===== src/core/dram_ctl_cfg.svh =====
// Purpose: Timing constants and bit positions for the dynamic memory controller
// Assumes: MCLK at 25 MHz, 40 ns period
// Notes: Counts are least times in clocks, rounded up; reads add the pin sync delay
// Behaviour
// - All 64 rows, from six low address bits, accessed within every 2 ms.
// - Select held low during a write or read-modify-write used for refresh.
// - Select may be high or low during a read used for refresh.
// - Chip enable low phase lasts at least 130 ns on every cycle type.
// - Read/write: enable high 180 to 4000 ns, cycle start at least 320 ns apart.
// - Read-modify-write: enable high 300 to 4000 ns, cycles 470 ns apart.
`ifndef DRAM_CTL_CFG_SVH
`define DRAM_CTL_CFG_SVH
`define CLK_PERIOD_NS 40
`define CYC_NS(t) (((t) + `CLK_PERIOD_NS - 1) / `CLK_PERIOD_NS)
`define T_CEL_NS 130
`define T_CEH_RW_NS 180
`define T_CEH_RMW_NS 300
`define T_CEH_MAX_NS 4000
`define T_CYC_RW_NS 320
`define T_CYC_RMW_NS 470
`define T_ACC_CE_NS 130
`define T_WR_DELAY_NS 150
`define T_WR_PULSE_NS 50
`define T_REF_US 31
`define N_CEL `CYC_NS(`T_CEL_NS)
`define N_CEH_RW `CYC_NS(`T_CEH_RW_NS)
`define N_CEH_RMW `CYC_NS(`T_CEH_RMW_NS)
`define N_ACC `CYC_NS(`T_ACC_CE_NS)
`define N_SYNC 2
`define N_SAMPLE (`N_ACC + `N_SYNC)
`define N_CEH_RD (`N_SAMPLE + 1)
`define N_WR_DELAY `CYC_NS(`T_WR_DELAY_NS)
`define N_WR_PULSE `CYC_NS(`T_WR_PULSE_NS)
`define N_REF ((`T_REF_US * 1000) / `CLK_PERIOD_NS)
`define ROW_BITS 6
`define ADDR_BITS 12
`define CNT_BITS 10
`endif


===== src/core/dram_ctl_pkg.sv =====
// Purpose: Types shared by the dynamic memory controller
// Assumes: Constants come from the cfg header
// Notes: One-hot state codes written out
`default_nettype none
`include "dram_ctl_cfg.svh"
package dram_ctl_pkg;
   typedef enum logic [1:0] {
      OP_READ = 2'h0,
      OP_WRITE = 2'h1,
      OP_RMW = 2'h2,
      OP_REFRESH = 2'h3
   } op_e;
   typedef enum logic [4:0] {
      ST_IDLE = 5'h01,
      ST_HIGH = 5'h02,
      ST_WRITE = 5'h04,
      ST_LOW = 5'h08,
      ST_DONE = 5'h10
   } state_e;
   typedef struct packed {
      op_e op;
      logic [`ADDR_BITS-1:0] addr;
      logic wdata;
   } req_s;
endpackage : dram_ctl_pkg
`default_nettype wire


===== src/core/dram_ctl.sv =====
// Purpose: Drives chip enable, select, address and write strobe of a 4096x1 dynamic memory
// Assumes: User holds REQ with its fields until ACK; RMW writes back WDATA after the read
// Notes: Refresh has priority over user requests; chip enable high time never nears its maximum
`default_nettype none
`include "dram_ctl_cfg.svh"
module dram_ctl
   import dram_ctl_pkg::*;
(
   input wire logic MCLK,
   input wire logic RESET,
   input wire logic REQ,
   input wire logic [1:0] OP,
   input wire logic [`ADDR_BITS-1:0] ADDR,
   input wire logic WDATA,
   output logic ACK,
   output logic RDATA,
   output logic BUSY,
   output logic CE,
   output logic CS_N,
   output logic [`ADDR_BITS-1:0] A,
   output logic WE_N,
   output logic DIN,
   input wire logic DOUT_N
);
   state_e state_reg;
   req_s cur_reg;
   logic [`CNT_BITS-1:0] tim_reg;
   logic [`CNT_BITS-1:0] ref_tim_reg;
   logic ref_pend_reg;
   logic [`ROW_BITS-1:0] row_reg;
   logic dout_s1_reg;
   logic dout_s2_reg;
   logic [`CNT_BITS-1:0] ceh_need;
   logic is_rmw;
   logic is_wr;
   logic is_rd;
   logic take_ref;
   logic take_usr;
   logic ce_end;
   logic low_end;
   logic we_start;
   logic rd_take;

   // Data pin from the memory passes two flops
   always_ff @(posedge MCLK or posedge RESET) begin
      if (RESET) begin
         dout_s1_reg <= 1'b0;
         dout_s2_reg <= 1'b0;
      end else begin
         dout_s1_reg <= DOUT_N;
         dout_s2_reg <= dout_s1_reg;
      end
   end

   // Cycle type of the access in flight
   assign is_rmw = (cur_reg.op == OP_RMW);
   assign is_wr = (cur_reg.op == OP_WRITE) || is_rmw;
   assign is_rd = (cur_reg.op == OP_READ) || is_rmw;
   // Enable high time by cycle type; plain reads stay high until data is through the sync
   assign ceh_need = is_rmw ? `CNT_BITS'(`N_CEH_RMW) :
      (cur_reg.op == OP_READ) ? `CNT_BITS'(`N_CEH_RD) : `CNT_BITS'(`N_CEH_RW);

   // Start and end conditions of each phase; a pending refresh goes first
   assign take_ref = (state_reg == ST_IDLE) && ref_pend_reg;
   assign take_usr = (state_reg == ST_IDLE) && !ref_pend_reg && REQ && (OP != 2'(OP_REFRESH));
   assign ce_end = (state_reg == ST_HIGH) && (tim_reg == ceh_need - `CNT_BITS'(1));
   assign low_end = (state_reg == ST_LOW) && (tim_reg == `CNT_BITS'(`N_CEL - 1));
   // Strobe falls a full write setup before enable falls
   assign we_start = (state_reg == ST_HIGH) && is_wr && (tim_reg == ceh_need - `CNT_BITS'(`N_WR_DELAY + 1));
   // Data sampled after access time and sync delay, taken while enable is still high
   assign rd_take = (state_reg == ST_HIGH) && is_rd && (tim_reg == `CNT_BITS'(`N_SAMPLE));

   // Refresh interval timer; request set wins over the clear on service
   always_ff @(posedge MCLK or posedge RESET) begin
      if (RESET) begin
         ref_tim_reg <= '0;
         ref_pend_reg <= 1'b0;
      end else begin
         if (ref_tim_reg == `CNT_BITS'(`N_REF - 1)) begin
            ref_tim_reg <= '0;
            ref_pend_reg <= 1'b1;
         end else begin
            ref_tim_reg <= ref_tim_reg + `CNT_BITS'(1);
            if (state_reg == ST_IDLE && ref_pend_reg) begin
               ref_pend_reg <= 1'b0;
            end
         end
      end
   end

   // Row refresh counter steps after each refresh access
   always_ff @(posedge MCLK or posedge RESET) begin
      if (RESET) begin
         row_reg <= '0;
      end else if (state_reg == ST_DONE && cur_reg.op == OP_REFRESH) begin
         row_reg <= row_reg + `ROW_BITS'(1);
      end
   end

   // Phase sequencer
   always_ff @(posedge MCLK or posedge RESET) begin
      if (RESET) begin
         state_reg <= ST_IDLE;
      end else begin
         case (state_reg)
            ST_IDLE: begin
               if (take_ref || take_usr) begin
                  state_reg <= ST_HIGH;
               end
            end
            ST_HIGH: begin
               if (ce_end) begin
                  state_reg <= ST_LOW;
               end
            end
            ST_LOW: begin
               if (low_end) begin
                  state_reg <= ST_DONE;
               end
            end
            ST_DONE: begin
               state_reg <= ST_IDLE;
            end
            default: begin
               state_reg <= ST_IDLE;
            end
         endcase
      end
   end

   // Phase timer, cleared in idle and when enable falls
   always_ff @(posedge MCLK or posedge RESET) begin
      if (RESET) begin
         tim_reg <= '0;
      end else if (state_reg == ST_IDLE || ce_end) begin
         tim_reg <= '0;
      end else if (state_reg == ST_HIGH || state_reg == ST_LOW) begin
         tim_reg <= tim_reg + `CNT_BITS'(1);
      end
   end

   // Access in flight, captured at the take
   always_ff @(posedge MCLK or posedge RESET) begin
      if (RESET) begin
         cur_reg <= '0;
      end else if (take_ref) begin
         cur_reg.op <= OP_REFRESH;
         cur_reg.addr <= {{(`ADDR_BITS-`ROW_BITS){1'b0}}, row_reg};
         cur_reg.wdata <= 1'b0;
      end else if (take_usr) begin
         cur_reg.op <= op_e'(OP);
         cur_reg.addr <= ADDR;
         cur_reg.wdata <= WDATA;
      end
   end

   // Chip enable pulse
   always_ff @(posedge MCLK or posedge RESET) begin
      if (RESET) begin
         CE <= 1'b0;
      end else if (take_ref || take_usr) begin
         CE <= 1'b1;
      end else if (ce_end) begin
         CE <= 1'b0;
      end
   end

   // Select: high for refresh reads, low for user cycles, released after the low phase
   always_ff @(posedge MCLK or posedge RESET) begin
      if (RESET) begin
         CS_N <= 1'b1;
      end else if (take_ref) begin
         CS_N <= 1'b1;
      end else if (take_usr) begin
         CS_N <= 1'b0;
      end else if (low_end) begin
         CS_N <= 1'b1;
      end
   end

   // Address: the row counter for refresh, the user word otherwise
   always_ff @(posedge MCLK or posedge RESET) begin
      if (RESET) begin
         A <= '0;
      end else if (take_ref) begin
         A <= {{(`ADDR_BITS-`ROW_BITS){1'b0}}, row_reg};
      end else if (take_usr) begin
         A <= ADDR;
      end
   end

   // Write data to the memory, set up at the take
   always_ff @(posedge MCLK or posedge RESET) begin
      if (RESET) begin
         DIN <= 1'b0;
      end else if (take_usr) begin
         DIN <= WDATA;
      end
   end

   // Write strobe, back high when enable falls
   always_ff @(posedge MCLK or posedge RESET) begin
      if (RESET) begin
         WE_N <= 1'b1;
      end else if (ce_end) begin
         WE_N <= 1'b1;
      end else if (we_start) begin
         WE_N <= 1'b0;
      end
   end

   // Read data, held until the next read; refresh reads never touch it
   always_ff @(posedge MCLK or posedge RESET) begin
      if (RESET) begin
         RDATA <= 1'b0;
      end else if (rd_take) begin
         RDATA <= ~dout_s2_reg;
      end
   end

   // One-cycle acknowledge once a user access has finished its low phase
   always_ff @(posedge MCLK or posedge RESET) begin
      if (RESET) begin
         ACK <= 1'b0;
      end else begin
         ACK <= (state_reg == ST_DONE) && (cur_reg.op != OP_REFRESH);
      end
   end

   // Busy from the take to the end of the access, refresh included
   always_ff @(posedge MCLK or posedge RESET) begin
      if (RESET) begin
         BUSY <= 1'b0;
      end else if (take_ref || take_usr) begin
         BUSY <= 1'b1;
      end else if (state_reg == ST_DONE) begin
         BUSY <= 1'b0;
      end
   end
endmodule : dram_ctl
`default_nettype wire


===== config.mk =====
export PLATFORM = sky130hd
export DESIGN_NAME = dram_ctl
export DESIGN_NICKNAME = d
export VERILOG_FILES = /design/src/core/dram_ctl_pkg.sv /design/src/core/dram_ctl.sv
export VERILOG_INCLUDE_DIRS = /design/src /design/src/core
export SDC_FILE = /design/constraint.sdc
export NUM_CORES = 1
export LEC_CHECK = 0
export ABC_AREA = 0
export BUFFER_PORTS_ARGS = -buffer_cell sky130_fd_sc_hd__buf_2
export CAP_MARGIN = 20
export CORE_MARGIN = 4
export CORE_UTILIZATION = 51
export DETAILED_ROUTE_END_ITERATION = 7
export PLACE_DENSITY = 0.87
export SLEW_MARGIN = 20
export SYNTH_ARGS = -nofsm -noshare
export SYNTH_HDL_FRONTEND = slang
export SYNTH_SLANG_ARGS = --single-unit

===== constraint.sdc =====
create_clock -name MCLK -period 1.9 [get_ports MCLK]
set_clock_uncertainty 0.1 [all_clocks]
set_input_delay 0.38 -clock MCLK [delete_from_list [all_inputs] [get_ports MCLK]]
set_output_delay 0.38 -clock MCLK [all_outputs]
set_load 0.05 [all_outputs]

==> implementation parameters, run 1 <==
Parameter                              Value

Outcome
  Outcome    finished with violations
  Violated checks    negative setup slack

Timing
  Crit path time final    2.00 ns
  Post-layout worst setup margin    -0.100 ns
  Transition time at the pin with the least slew margin    between 0.3 and 0.4 ns
  Peak clock frequency supported by timing    500 MHz
  Unrepaired setup endpoints after global routing    yes
  Final critical-path share of the clock period    105%
  Max_slew headroom    74.0%
  Final number of hold-violating endpoints    0
  Fin Setup TNS    -0.342 ns
  Final hold slack    approximately 0.0054 ns
  Final-report max-slew violation count    0
  Total setup violations reported at the end of the flow    10

Drt
  Pre-Repair DR Iteration Count    4
  Antenna viol nets, final    0
  Drt wl/cell    approximately 16 µm
  Post-detailed-routing wire length    5.98 mm
  Via count normalized by instance count    5.61
  DRC violation count after routing    0
  Total via count in the routed design    2093
  Number of DRC markers in iteration 0    128

Placement
  Post-placement cell area    2960 µm²
  Post-Place Cells    354
  Input/output buffers    37
  HPWL reported at the end of detailed placement    3.84 mm
  Weighted congestion reported at the end of routability-driven placement    slightly above 0.8
  Post-Place Worst Slack    -0.0754 ns

Clock tree
  H-tree depth    2
  Clock latency on the worst-skew pair    around 0.31 ns
  TritonCTS clock tree    done
  Buffer type at the clock tree root    clkbuf_8
  TritonCTS buffer count    5
  Clk pin slew, worst setup/hold paths    approximately 0.10 ns
  Maximum root-to-sink buffer count    2
  Number of sinks on the clock net    54

GRT
  Number of antenna violations at the first check in global routing    0
  Maximum number of pins on one net before global-route repair    55
  Remaining global-route overflow    0
  GRT Total Usage    19.1%
  Number of global-route vias before repair    2105
  First-pass GRT wire length    ~9.4 mm

Critical path
  Data required time of the critical path    roughly 2.0 ns
  Critical-path cell list    or4b_4 -> nor3b_4 -> buf_6 -> mux2i_1 -> nor2_1
  Delay of the slowest cell on the worst path    0.58 ns
  Worst R2R Path Depth    5
  Critical Path End Type    register
  Worst path arrival time    2.10 ns
  CP startpoint kind    register
  Class of the most critical setup path    register to register
  Slowest library cell on the worst path    dfstp_2
  Max Fanout on Critical Path    7

Synth
  Post-synth EDFFs    0
  Part of the Yosys area used for sequential elements    between 50 and 60%
  Most used standard cell by instance count after synthesis    dfrtp_1
  Share of synthesized cell area in and, or, nand and nor gates    18.4%
  Summed instance area of the synthesized netlist    around 2500 µm²
  Main flop type after synthesis    dfrtp_1
  Fraction of synthesis flops using an asynchronous set or reset pin    between 90% and 100%
  Yosys warning total    0
  Synth Area in Adders    3.93%
  Post-synthesis share of cell area spent on xor and xnor gates    5.16%
  Average footprint of a synthesized cell    10.8 µm²
  Main area contributors after synthesis    dfrtp_1 50%, ha_1 3.9%, mux2i_1 3.9%
  Synthesized instance count    about 240
  Post-synth top cells    51 x dfrtp_1, 21 x nand2_1, 17 x o21ai_0
  Mapped Nets    262
  Share of Yosys cell area claimed by the top area cell type    50.1%
  Unique cell type count in the Yosys netlist    46
  Combinational family with the most area after synthesis    simple AND/OR/NAND/NOR gates
  FF+latch count, synth    54
  Library cell with the largest summed area after synthesis    dfrtp_1
  Area fraction in compound gates after synthesis    11.4%
  Post-synthesis mux area share    under 10%

Finish
  Final net count    332
  Number of inserted filler cells in the final layout    between 300 and 400
  Area growth from synthesis to layout    26.5%
  Fraction of final layout cells with drive strength greater than 1    34.3%
  Total inserted antenna cells    0
  Final standard cell area without fillers    3220 µm²
  Max reg flops    12
  Finished Layout Cells    373
  Final standard cell utilization of the core    67.3%

Die
  I/O pin count    38
  Placement row count    25
  Die area    6190 µm²
  Die X    78.7 µm
  Chip Height    78.7 µm
  Initial core utilization    53.2%
  Core area    4790 µm²

Pwr
  Static leakage    1.51 nW
  Cell area power density    1330 nW/µm²
  Total power    4.28 mW
  Worst VDD drop    ~760 µV

Flow run
  # Max-Cap Violations    0

Hold path
  Hold Crit Class    input port to async pin
[per-layer routing]
metal | vias to the layer above | track usage, % | wire [µm]
li1 | 979 | - | -
met5 | - | 0 | 0
met2 | 70 | 32.0 | 3200
met4 | 0 | 7.17 | 123
met1 | 1032 | 23.8 | 2380
met3 | 12 | 4.47 | 274
[critical path, delay by kind of cell (launching register included)]
family,cells,cell delay [ns]
buffers and inverters,1,0.16
DFF,1,0.58
muxes,1,0.24
and+or+nand+nor,3,0.81
[final timing paths]
check / from / slack [ns] / to
setup / recovery: state_reg[0]$_DFFE_PP1P_ / -0.10 / A[9]$_DFFE_PP0P_
hold / removal: RESET / 0.005 / ref_tim_reg[8]$_DFF_PP0_
setup reg to reg: state_reg[0]$_DFFE_PP1P_ / -0.10 / A[9]$_DFFE_PP0P_
hold reg to reg: dout_s1_reg$_DFF_PP0_ / 0.26 / dout_s2_reg$_DFF_PP0_
max in group asynchronous: RESET / 1.41 / state_reg[0]$_DFFE_PP1P_
min in group MCLK: DOUT_N / 0.07 / dout_s1_reg$_DFF_PP0_
[layout by cell type, fill, tap and decap left out, drive strengths merged]
cell / count
buf: 69
o2111ai: 1
and2: 2
a22o: 3
or3: 6
dfstp: 3
nand2b: 1
o21ai: 18
nor4b: 2
nand4b: 1
a21oi: 9
nor4: 2
o211ai: 4
inv: 13
clkinvlp: 1
ha: 8
mux2: 2
a31oi: 1
nor2b: 1
nor2: 13
or3b: 1
nor3b: 2
a31o: 1
xnor2: 9
clkbuf: 6
nor3: 2
nand4: 5
mux2i: 10
or2: 1
o31a: 1
o31ai: 5
nand2: 21
and3: 5
nand3: 10
xor2: 6
a21boi: 1
a21o: 3
dfrtp: 51
or4: 3
or4b: 3
[cells by family (layout without fill, tap and decap cells)]
kind of cell,after synthesis,in the layout
adder cells (fa/ha/maj),8,8
multiplexers,12,12
buffers and inverters,18,89
AND/OR/NAND/NOR,81,81
flip-flops,54,54
AO/OA/AOI/OAI,47,47
XOR/XNOR,15,15
[cell type report]
type / instances / area (µm²) / area share (%)
Multi-Input combinational cell: 163 / 1190 / 36.9
Tap cell: 67 / 83.8 / 2.60
Timing Repair Buffer: 69 / 449 / 13.9
Clock inverter: 2 / 16.3 / 0.505
Sequential cell: 54 / 1360 / 42.1
Clock buffer: 6 / 82.6 / 2.56
Inverter: 12 / 45.0 / 1.40
[report_power, final]
| group | switching (mW) | internal (mW) | total, mW |
|---|---|---|---|
| Clock | 0.390 | 0.301 | 0.691 |
| Sequential | 0.167 | 1.38 | 1.55 |
| Combinational | 1.25 | 0.789 | 2.04 |
| Total | 1.80 | 2.47 | 4.28 |
[what timing repair did]
item	in CTS	in global routing
hold buffers	0	0
gates cloned	0	0
setup buffers	7	4
endpoints found under the setup margin	14	23
pin swaps	4	5
gates resized for setup	6	13
No activity file was read; power rests on OpenSTA's default activity.
==> run 2: changes to the inputs <==
--- a/config.mk
+++ b/config.mk
@@ -11,6 +11,7 @@
 export CAP_MARGIN = 20
 export CORE_MARGIN = 4
 export CORE_UTILIZATION = 51
+export CTS_BUF_LIST = sky130_fd_sc_hd__clkbuf_2
 export DETAILED_ROUTE_END_ITERATION = 7
 export PLACE_DENSITY = 0.87
 export SLEW_MARGIN = 20
==> implementation parameters, run 2 (synthesis gave the netlist of run 1 again) <==
Parameter                              Value

GRT
  First-pass GRT wire length    9.47 mm
  GR Util met3    under 10%
  Top Usage Layer GRT    met2
  Number of global-route vias before repair    2130
  Met1 usage    approximately 24%
  Maximum number of pins on one net before global-route repair    55
  GRT Total Usage    a little under a fifth
  Global routing met2 resource utilization    31.9%
  Number of antenna violations at the first check in global routing    0
  Remaining global-route overflow    0

Die
  I/O pin count    38
  Die X    78.7 µm
  Chip Height    78.7 µm
  Core area    4790 µm²
  Placement row count    25
  Die area    roughly 6200 µm²
  Initial core utilization    53.2%

Finish
  Commonest non-fill, non-tap cell in the layout    dfrtp_1
  Highest-count cells in the layout ignoring fill and taps    49 x dfrtp_1, 37 x buf_2, 23 x buf_4
  Final net count    333
  Total inserted antenna cells    0
  Number of inserted filler cells in the final layout    340
  Max reg flops    12
  Area of the multi-input gates    between 1000 and 1500 µm²
  Area of all sequential standard cells    ~1400 µm²
  Area growth from synthesis to layout    26.4%
  Fraction of final layout cells with drive strength greater than 1    between 30% and 40%

Hold path
  Hold Crit Class    input port to register

Pwr
  Clk pwr share    11.4%
  Switching share of power    43.9%
  Static leakage    1.50 nW
  Sequential fraction of design power    38.4%
  Cell area power density    1250 nW/µm²
  Worst VDD drop    963 µV
  Net switching power of the design    1.77 mW
  Comb pwr share    between 50% and 60%
  Total internal power    around 2.3 mW

Timing
  Unrepaired setup endpoints after global routing    yes
  Final-report max-slew violation count    0
  Crit path time final    2.01 ns
  Final number of hold-violating endpoints    0
  Max_slew headroom    65.2%
  Transition time at the pin with the least slew margin    0.520 ns
  Post-layout worst setup margin    -0.109 ns
  Final hold slack    0.0582 ns
  Peak clock frequency supported by timing    roughly 500 MHz
  Final critical-path share of the clock period    106%
  Total setup violations reported at the end of the flow    10

Critical path
  Data required time of the critical path    2.16 ns
  Buffers and inverters on the worst path    2
  Worst Setup EP    state_reg[3]$_DFFE_PP0P_
  Critical-path cell list    buf_6 -> buf_6 -> or4b_2 -> a31oi_1 -> nor2_1 -> a21oi_1
  CP startpoint kind    register
  Class of the most critical setup path    register to register
  Family with the most delay on the worst path    simple AND/OR/NAND/NOR gates
  Critical Path End Type    register
  Worst path arrival time    2.27 ns
  Max Fanout on Critical Path    6
  Worst R2R Path Depth    6
  Worst reg-to-reg setup slack    -0.11 ns
  Capturing point of the worst reg2reg path    state_reg[3]$_DFFE_PP0P_
  Delay of the slowest cell on the worst path    roughly 0.75 ns
  Most Frequent Cell on Critical Path    buf_6
  Source of the worst register-to-register timing path    state_reg[0]$_DFFE_PP1P_
  Levels on crit path    6
  Critical path launch point    state_reg[0]$_DFFE_PP1P_
  Slowest library cell on the worst path    or4b_2

Drt
  Antenna viol nets, final    0
  Via count normalized by instance count    5.42
  Number of DRC markers in iteration 0    129
  Post-detailed-routing wire length    5.60 mm
  DRC violation count after routing    0
  Total via count in the routed design    about 2000
  Drt wl/cell    15.0 µm
  Pre-Repair DR Iteration Count    4

Clock tree
  Clock latency on the worst-skew pair    0.42 ns
  Clk pin slew, worst setup/hold paths    0.29 ns
  Number of sinks on the clock net    54
  H-tree depth    2
  TritonCTS buffer count    5
  Maximum root-to-sink buffer count    2
  Buffer type at the clock tree root    clkbuf_2
  TritonCTS clock tree    done

Outcome
  Violated checks    negative setup slack
  Outcome    finished with violations

Placement
  Input/output buffers    37
  Post-Place Worst Slack    -0.0754 ns
  HPWL reported at the end of detailed placement    around 3.8 mm
  Weighted congestion reported at the end of routability-driven placement    0.820

Flow run
  # Max-Cap Violations    0
-- run 2: cell count changes in the layout (fill, tap and decap cells not counted), moves of 3 or more --
cell      delta
buf_4        -5
o21ai_2      +4
clkbuf_2     +5
buf_6        +4
or4_1        +3
o21ai_0      -5
or4_4        -3
clkbuf_8     -6
-- run 2: worst register-to-register path, stage by stage, from the launching register on --
cell,delay [ns]
dfstp_2,0.46
buf_6,0.12
buf_6,0.12
or4b_2,0.75
a31oi_1,0.20
nor2_1,0.07
a21oi_1,0.13
-- run 2: repair_timing --
action	in CTS	in global routing
gates resized for setup	17	17
hold endpoints to repair	52	0
setup buffers	6	4
hold buffers	2	0
pin swaps	9	10
setup endpoints to repair	16	34
-- run 2: layout make-up --
class / count / share of cell area (%)
Sequential cell: 54 / 42.2
Inverter: 12 / 1.40
Timing Repair Buffer: 70 / 14.8
Clock buffer: 5 / 0.778
Clock inverter: 3 / 0.622
Tap cell: 67 / 2.60
Multi-Input combinational cell: 163 / 37.6
-- run 2: how the worst min path moves through the flow --
stage	start	end	slack, ns	depth (start not counted)
final	ADDR[11]	A[11]$_DFFE_PP0P_	0.06	2
after global placement	dout_s1_reg$_DFF_PP0_	dout_s2_reg$_DFF_PP0_	0.23	0
after detailed placement	dout_s1_reg$_DFF_PP0_	dout_s2_reg$_DFF_PP0_	0.25	0
after global routing	ADDR[11]	A[11]$_DFFE_PP0P_	0.02	2
after floorplan	dout_s1_reg$_DFF_PP0_	dout_s2_reg$_DFF_PP0_	0.23	0
after CTS	ADDR[11]	A[11]$_DFFE_PP0P_	0.04	2
-- run 2: power by group through the flow --
stage	clock network [mW]	logic (mW)	registers [mW]
after floorplan	0	0.650	2.07
after global placement	0	1.65	1.54
after detailed placement	0	1.71	1.55
after CTS	0.474	1.89	1.53
after global routing	0.518	2.18	1.58
final	0.458	2.02	1.55
-- run 2: stage by stage --
stage	cells	power, mW	utilization (%)	TNS [ns]	area (µm²)
2_1_floorplan	235	2.72	-	0	2560
3_3_place_gp	354	3.19	61.9	-0.0269	2960
3_5_place_dp	354	3.27	61.9	-0.115	2960
4_1_cts	370	3.90	65.4	-0.165	3130
5_1_grt	374	4.28	67.2	-2.32	3220
6_report	374	4.03	67.2	-0.434	3220
-- run 2: routing by layer --
layer,wire (µm),share of wire [%]
met1,2460,44
met3,178,3.2
met5,0,0
met2,2920,52
met4,52,0.93
==> run 3: changes to the inputs <==
--- a/config.mk
+++ b/config.mk
@@ -13,7 +13,7 @@
 export CORE_UTILIZATION = 51
 export CTS_BUF_LIST = sky130_fd_sc_hd__clkbuf_2
 export DETAILED_ROUTE_END_ITERATION = 7
-export PLACE_DENSITY = 0.87
+export PLACE_DENSITY_LB_ADDON = 0.15
 export SLEW_MARGIN = 20
 export SYNTH_ARGS = -nofsm -noshare
 export SYNTH_HDL_FRONTEND = slang
==> constraint.sdc (replaced) <==
create_clock -name MCLK -period 1.9 [get_ports MCLK]
set_clock_uncertainty 0.1 [all_clocks]
set_input_delay 0.57 -clock MCLK [delete_from_list [all_inputs] [get_ports MCLK]]
set_output_delay 0.57 -clock MCLK [all_outputs]
set_load 0.05 [all_outputs]
==> implementation parameters, run 3 (synthesis gave the netlist of run 1 again) <==
Parameter                              Value

Clock tree
  H-tree depth    2
  Number of sinks on the clock net    54
  TritonCTS clock tree    done
  Maximum root-to-sink buffer count    2
  Clk pin slew, worst setup/hold paths    0.28 ns
  TritonCTS buffer count    5
  Buffer type at the clock tree root    clkbuf_2
  Clock latency on the worst-skew pair    0.46 ns

Drt
  DRC violation count after routing    0
  Drt wl/cell    14.0 µm
  Post-detailed-routing wire length    5.22 mm
  Via count normalized by instance count    5.31
  Number of DRC markers in iteration 0    83
  Total via count in the routed design    between 1500 and 2000
  Antenna viol nets, final    0
  Pre-Repair DR Iteration Count    5

GRT
  Met1 usage    24.1%
  Top Usage Layer GRT    met2
  First-pass GRT wire length    between 9 and 10 mm
  GRT Total Usage    a little under a fifth
  Number of global-route vias before repair    2004
  Maximum number of pins on one net before global-route repair    28
  GR Util met3    3.44%
  Global routing met2 resource utilization    30.6%
  Remaining global-route overflow    0
  Number of antenna violations at the first check in global routing    0

Critical path
  Family with the most delay on the worst path    simple AND/OR/NAND/NOR gates
  Worst path arrival time    approximately 2.3 ns
  Levels on crit path    5
  Critical-path cell list    or4b_4 -> nor3b_4 -> buf_6 -> mux2i_2 -> nor2_1
  Max Fanout on Critical Path    6
  Class of the most critical setup path    register to register
  Buffers and inverters on the worst path    1
  Delay of the slowest cell on the worst path    around 0.56 ns
  Data required time of the critical path    2.19 ns
  CP startpoint kind    register
  Worst R2R Path Depth    5
  Critical Path End Type    register
  Slowest library cell on the worst path    or4b_4

Hold path
  Min-Delay Path Depth    1
  Hold Crit Class    input port to register

Die
  Core area    4790 µm²
  I/O pin count    38
  Placement row count    25
  Chip Height    78.7 µm
  Die area    6190 µm²
  Die X    between 70 and 80 µm
  Initial core utilization    53.2%

Timing
  Post-layout worst setup margin    -0.0913 ns
  Crit path time final    ~2 ns
  Max_slew headroom    between 60% and 70%
  Transition time at the pin with the least slew margin    about 0.46 ns
  Final number of hold-violating endpoints    0
  Unrepaired setup endpoints after global routing    yes
  Total setup violations reported at the end of the flow    6
  Peak clock frequency supported by timing    around 500 MHz
  Final-report max-slew violation count    0
  Final critical-path share of the clock period    105%

Finish
  Final net count    333
  Fraction of final layout cells with drive strength greater than 1    approximately 33%
  Number of inserted filler cells in the final layout    about 370
  Final standard cell utilization of the core    between 60% and 70%
  Highest-count cells in the layout ignoring fill and taps    48 x dfrtp_1, 35 x buf_2, 28 x buf_4
  Finished Layout Cells    374
  Area growth from synthesis to layout    24.6%
  Total inserted antenna cells    0
  Commonest non-fill, non-tap cell in the layout    dfrtp_1
  Max reg flops    12

Pwr
  Worst VDD drop    around 750 µV
  Cell area power density    1210 nW/µm²
  Static leakage    1.48 nW

Flow run
  # Max-Cap Violations    0

Placement
  Post-Place Cells    about 360
  Input/output buffers    37
  HPWL reported at the end of detailed placement    3.81 mm
  Weighted congestion reported at the end of routability-driven placement    0.800

Outcome
  Outcome    finished with violations
  Violated checks    negative setup slack
run 3: changes by cell type in the layout (fill, tap and decap cells not counted), sizes merged:
cell,delta
inv,-2
clkinv,+2
dlygate4sd3,-1
buf,+1
run 3: per-stage QoR:
stage	cell area (µm²)	setup TNS, ns	total power [mW]	hold slack (ns)	setup slack [ns]
4_1_cts	3110	-0.0195	3.80	0.0874	-0.0136
6_report	3170	-0.191	3.85	0.0963	-0.0913
5_1_grt	3170	-0.910	4.10	0.0602	-0.151
3_3_place_gp	3030	-0.0320	3.26	0.239	-0.0186
2_1_floorplan	2560	0	2.72	0.231	0.00535
3_5_place_dp	3030	-0.0707	3.29	0.243	-0.0316
run 3: layer usage:
metal / share of wire (%) / vias up
li1: - / 976
met1: 45 / 957
met2: 48 / 45
met3: 5.1 / 8
met4: 1.5 / 0
met5: 0 / -
run 3: final cells by class:
type | instances | area [µm²] | area share [%]
clock buffer | 5 | 25.0 | 0.789
clock inverter | 3 | 16.3 | 0.513
inverter | 12 | 48.8 | 1.54
multi-input combinational | 163 | 1150 | 36.3
sequential | 54 | 1360 | 42.8
tap | 67 | 83.8 | 2.64
timing repair buffer | 70 | 488 | 15.4
run 3: worst paths after layout:
path                                          start                      to  slack, ns
min in group asynchronous                     RESET  tim_reg[6]$_DFFE_PP0P_       0.51
hold / removal                               DOUT_N   dout_s1_reg$_DFF_PP0_        0.1
setup / recovery           state_reg[4]$_DFFE_PP0P_        A[6]$_DFFE_PP0P_      -0.09
setup reg to reg           state_reg[4]$_DFFE_PP0P_        A[6]$_DFFE_PP0P_      -0.09
hold reg to reg               dout_s1_reg$_DFF_PP0_   dout_s2_reg$_DFF_PP0_       0.29
max in group asynchronous                     RESET        A[1]$_DFFE_PP0P_       0.71
run 3: worst reg2reg max path, cell delays in order (launching register included):
cell and delay [ns]:
dfrtp_2 0.51, or4b_4 0.56, nor3b_4 0.29, buf_6 0.16, mux2i_2 0.23, nor2_1 0.07
run 3: what timing repair did:
action,CTS,global route
resized for setup,7,13
hold endpoints to repair,15,0
pin swaps,2,6
buffers inserted,1,3
endpoints found under the setup margin,10,26
hold buffers,1,0
run 3: where the power goes:
part,internal (mW),switching [mW],leakage (nW),total (mW)
combinational,0.697,1.13,0.778,1.83
clock,0.0857,0.379,0.0280,0.465
sequential,1.38,0.172,0.674,1.56
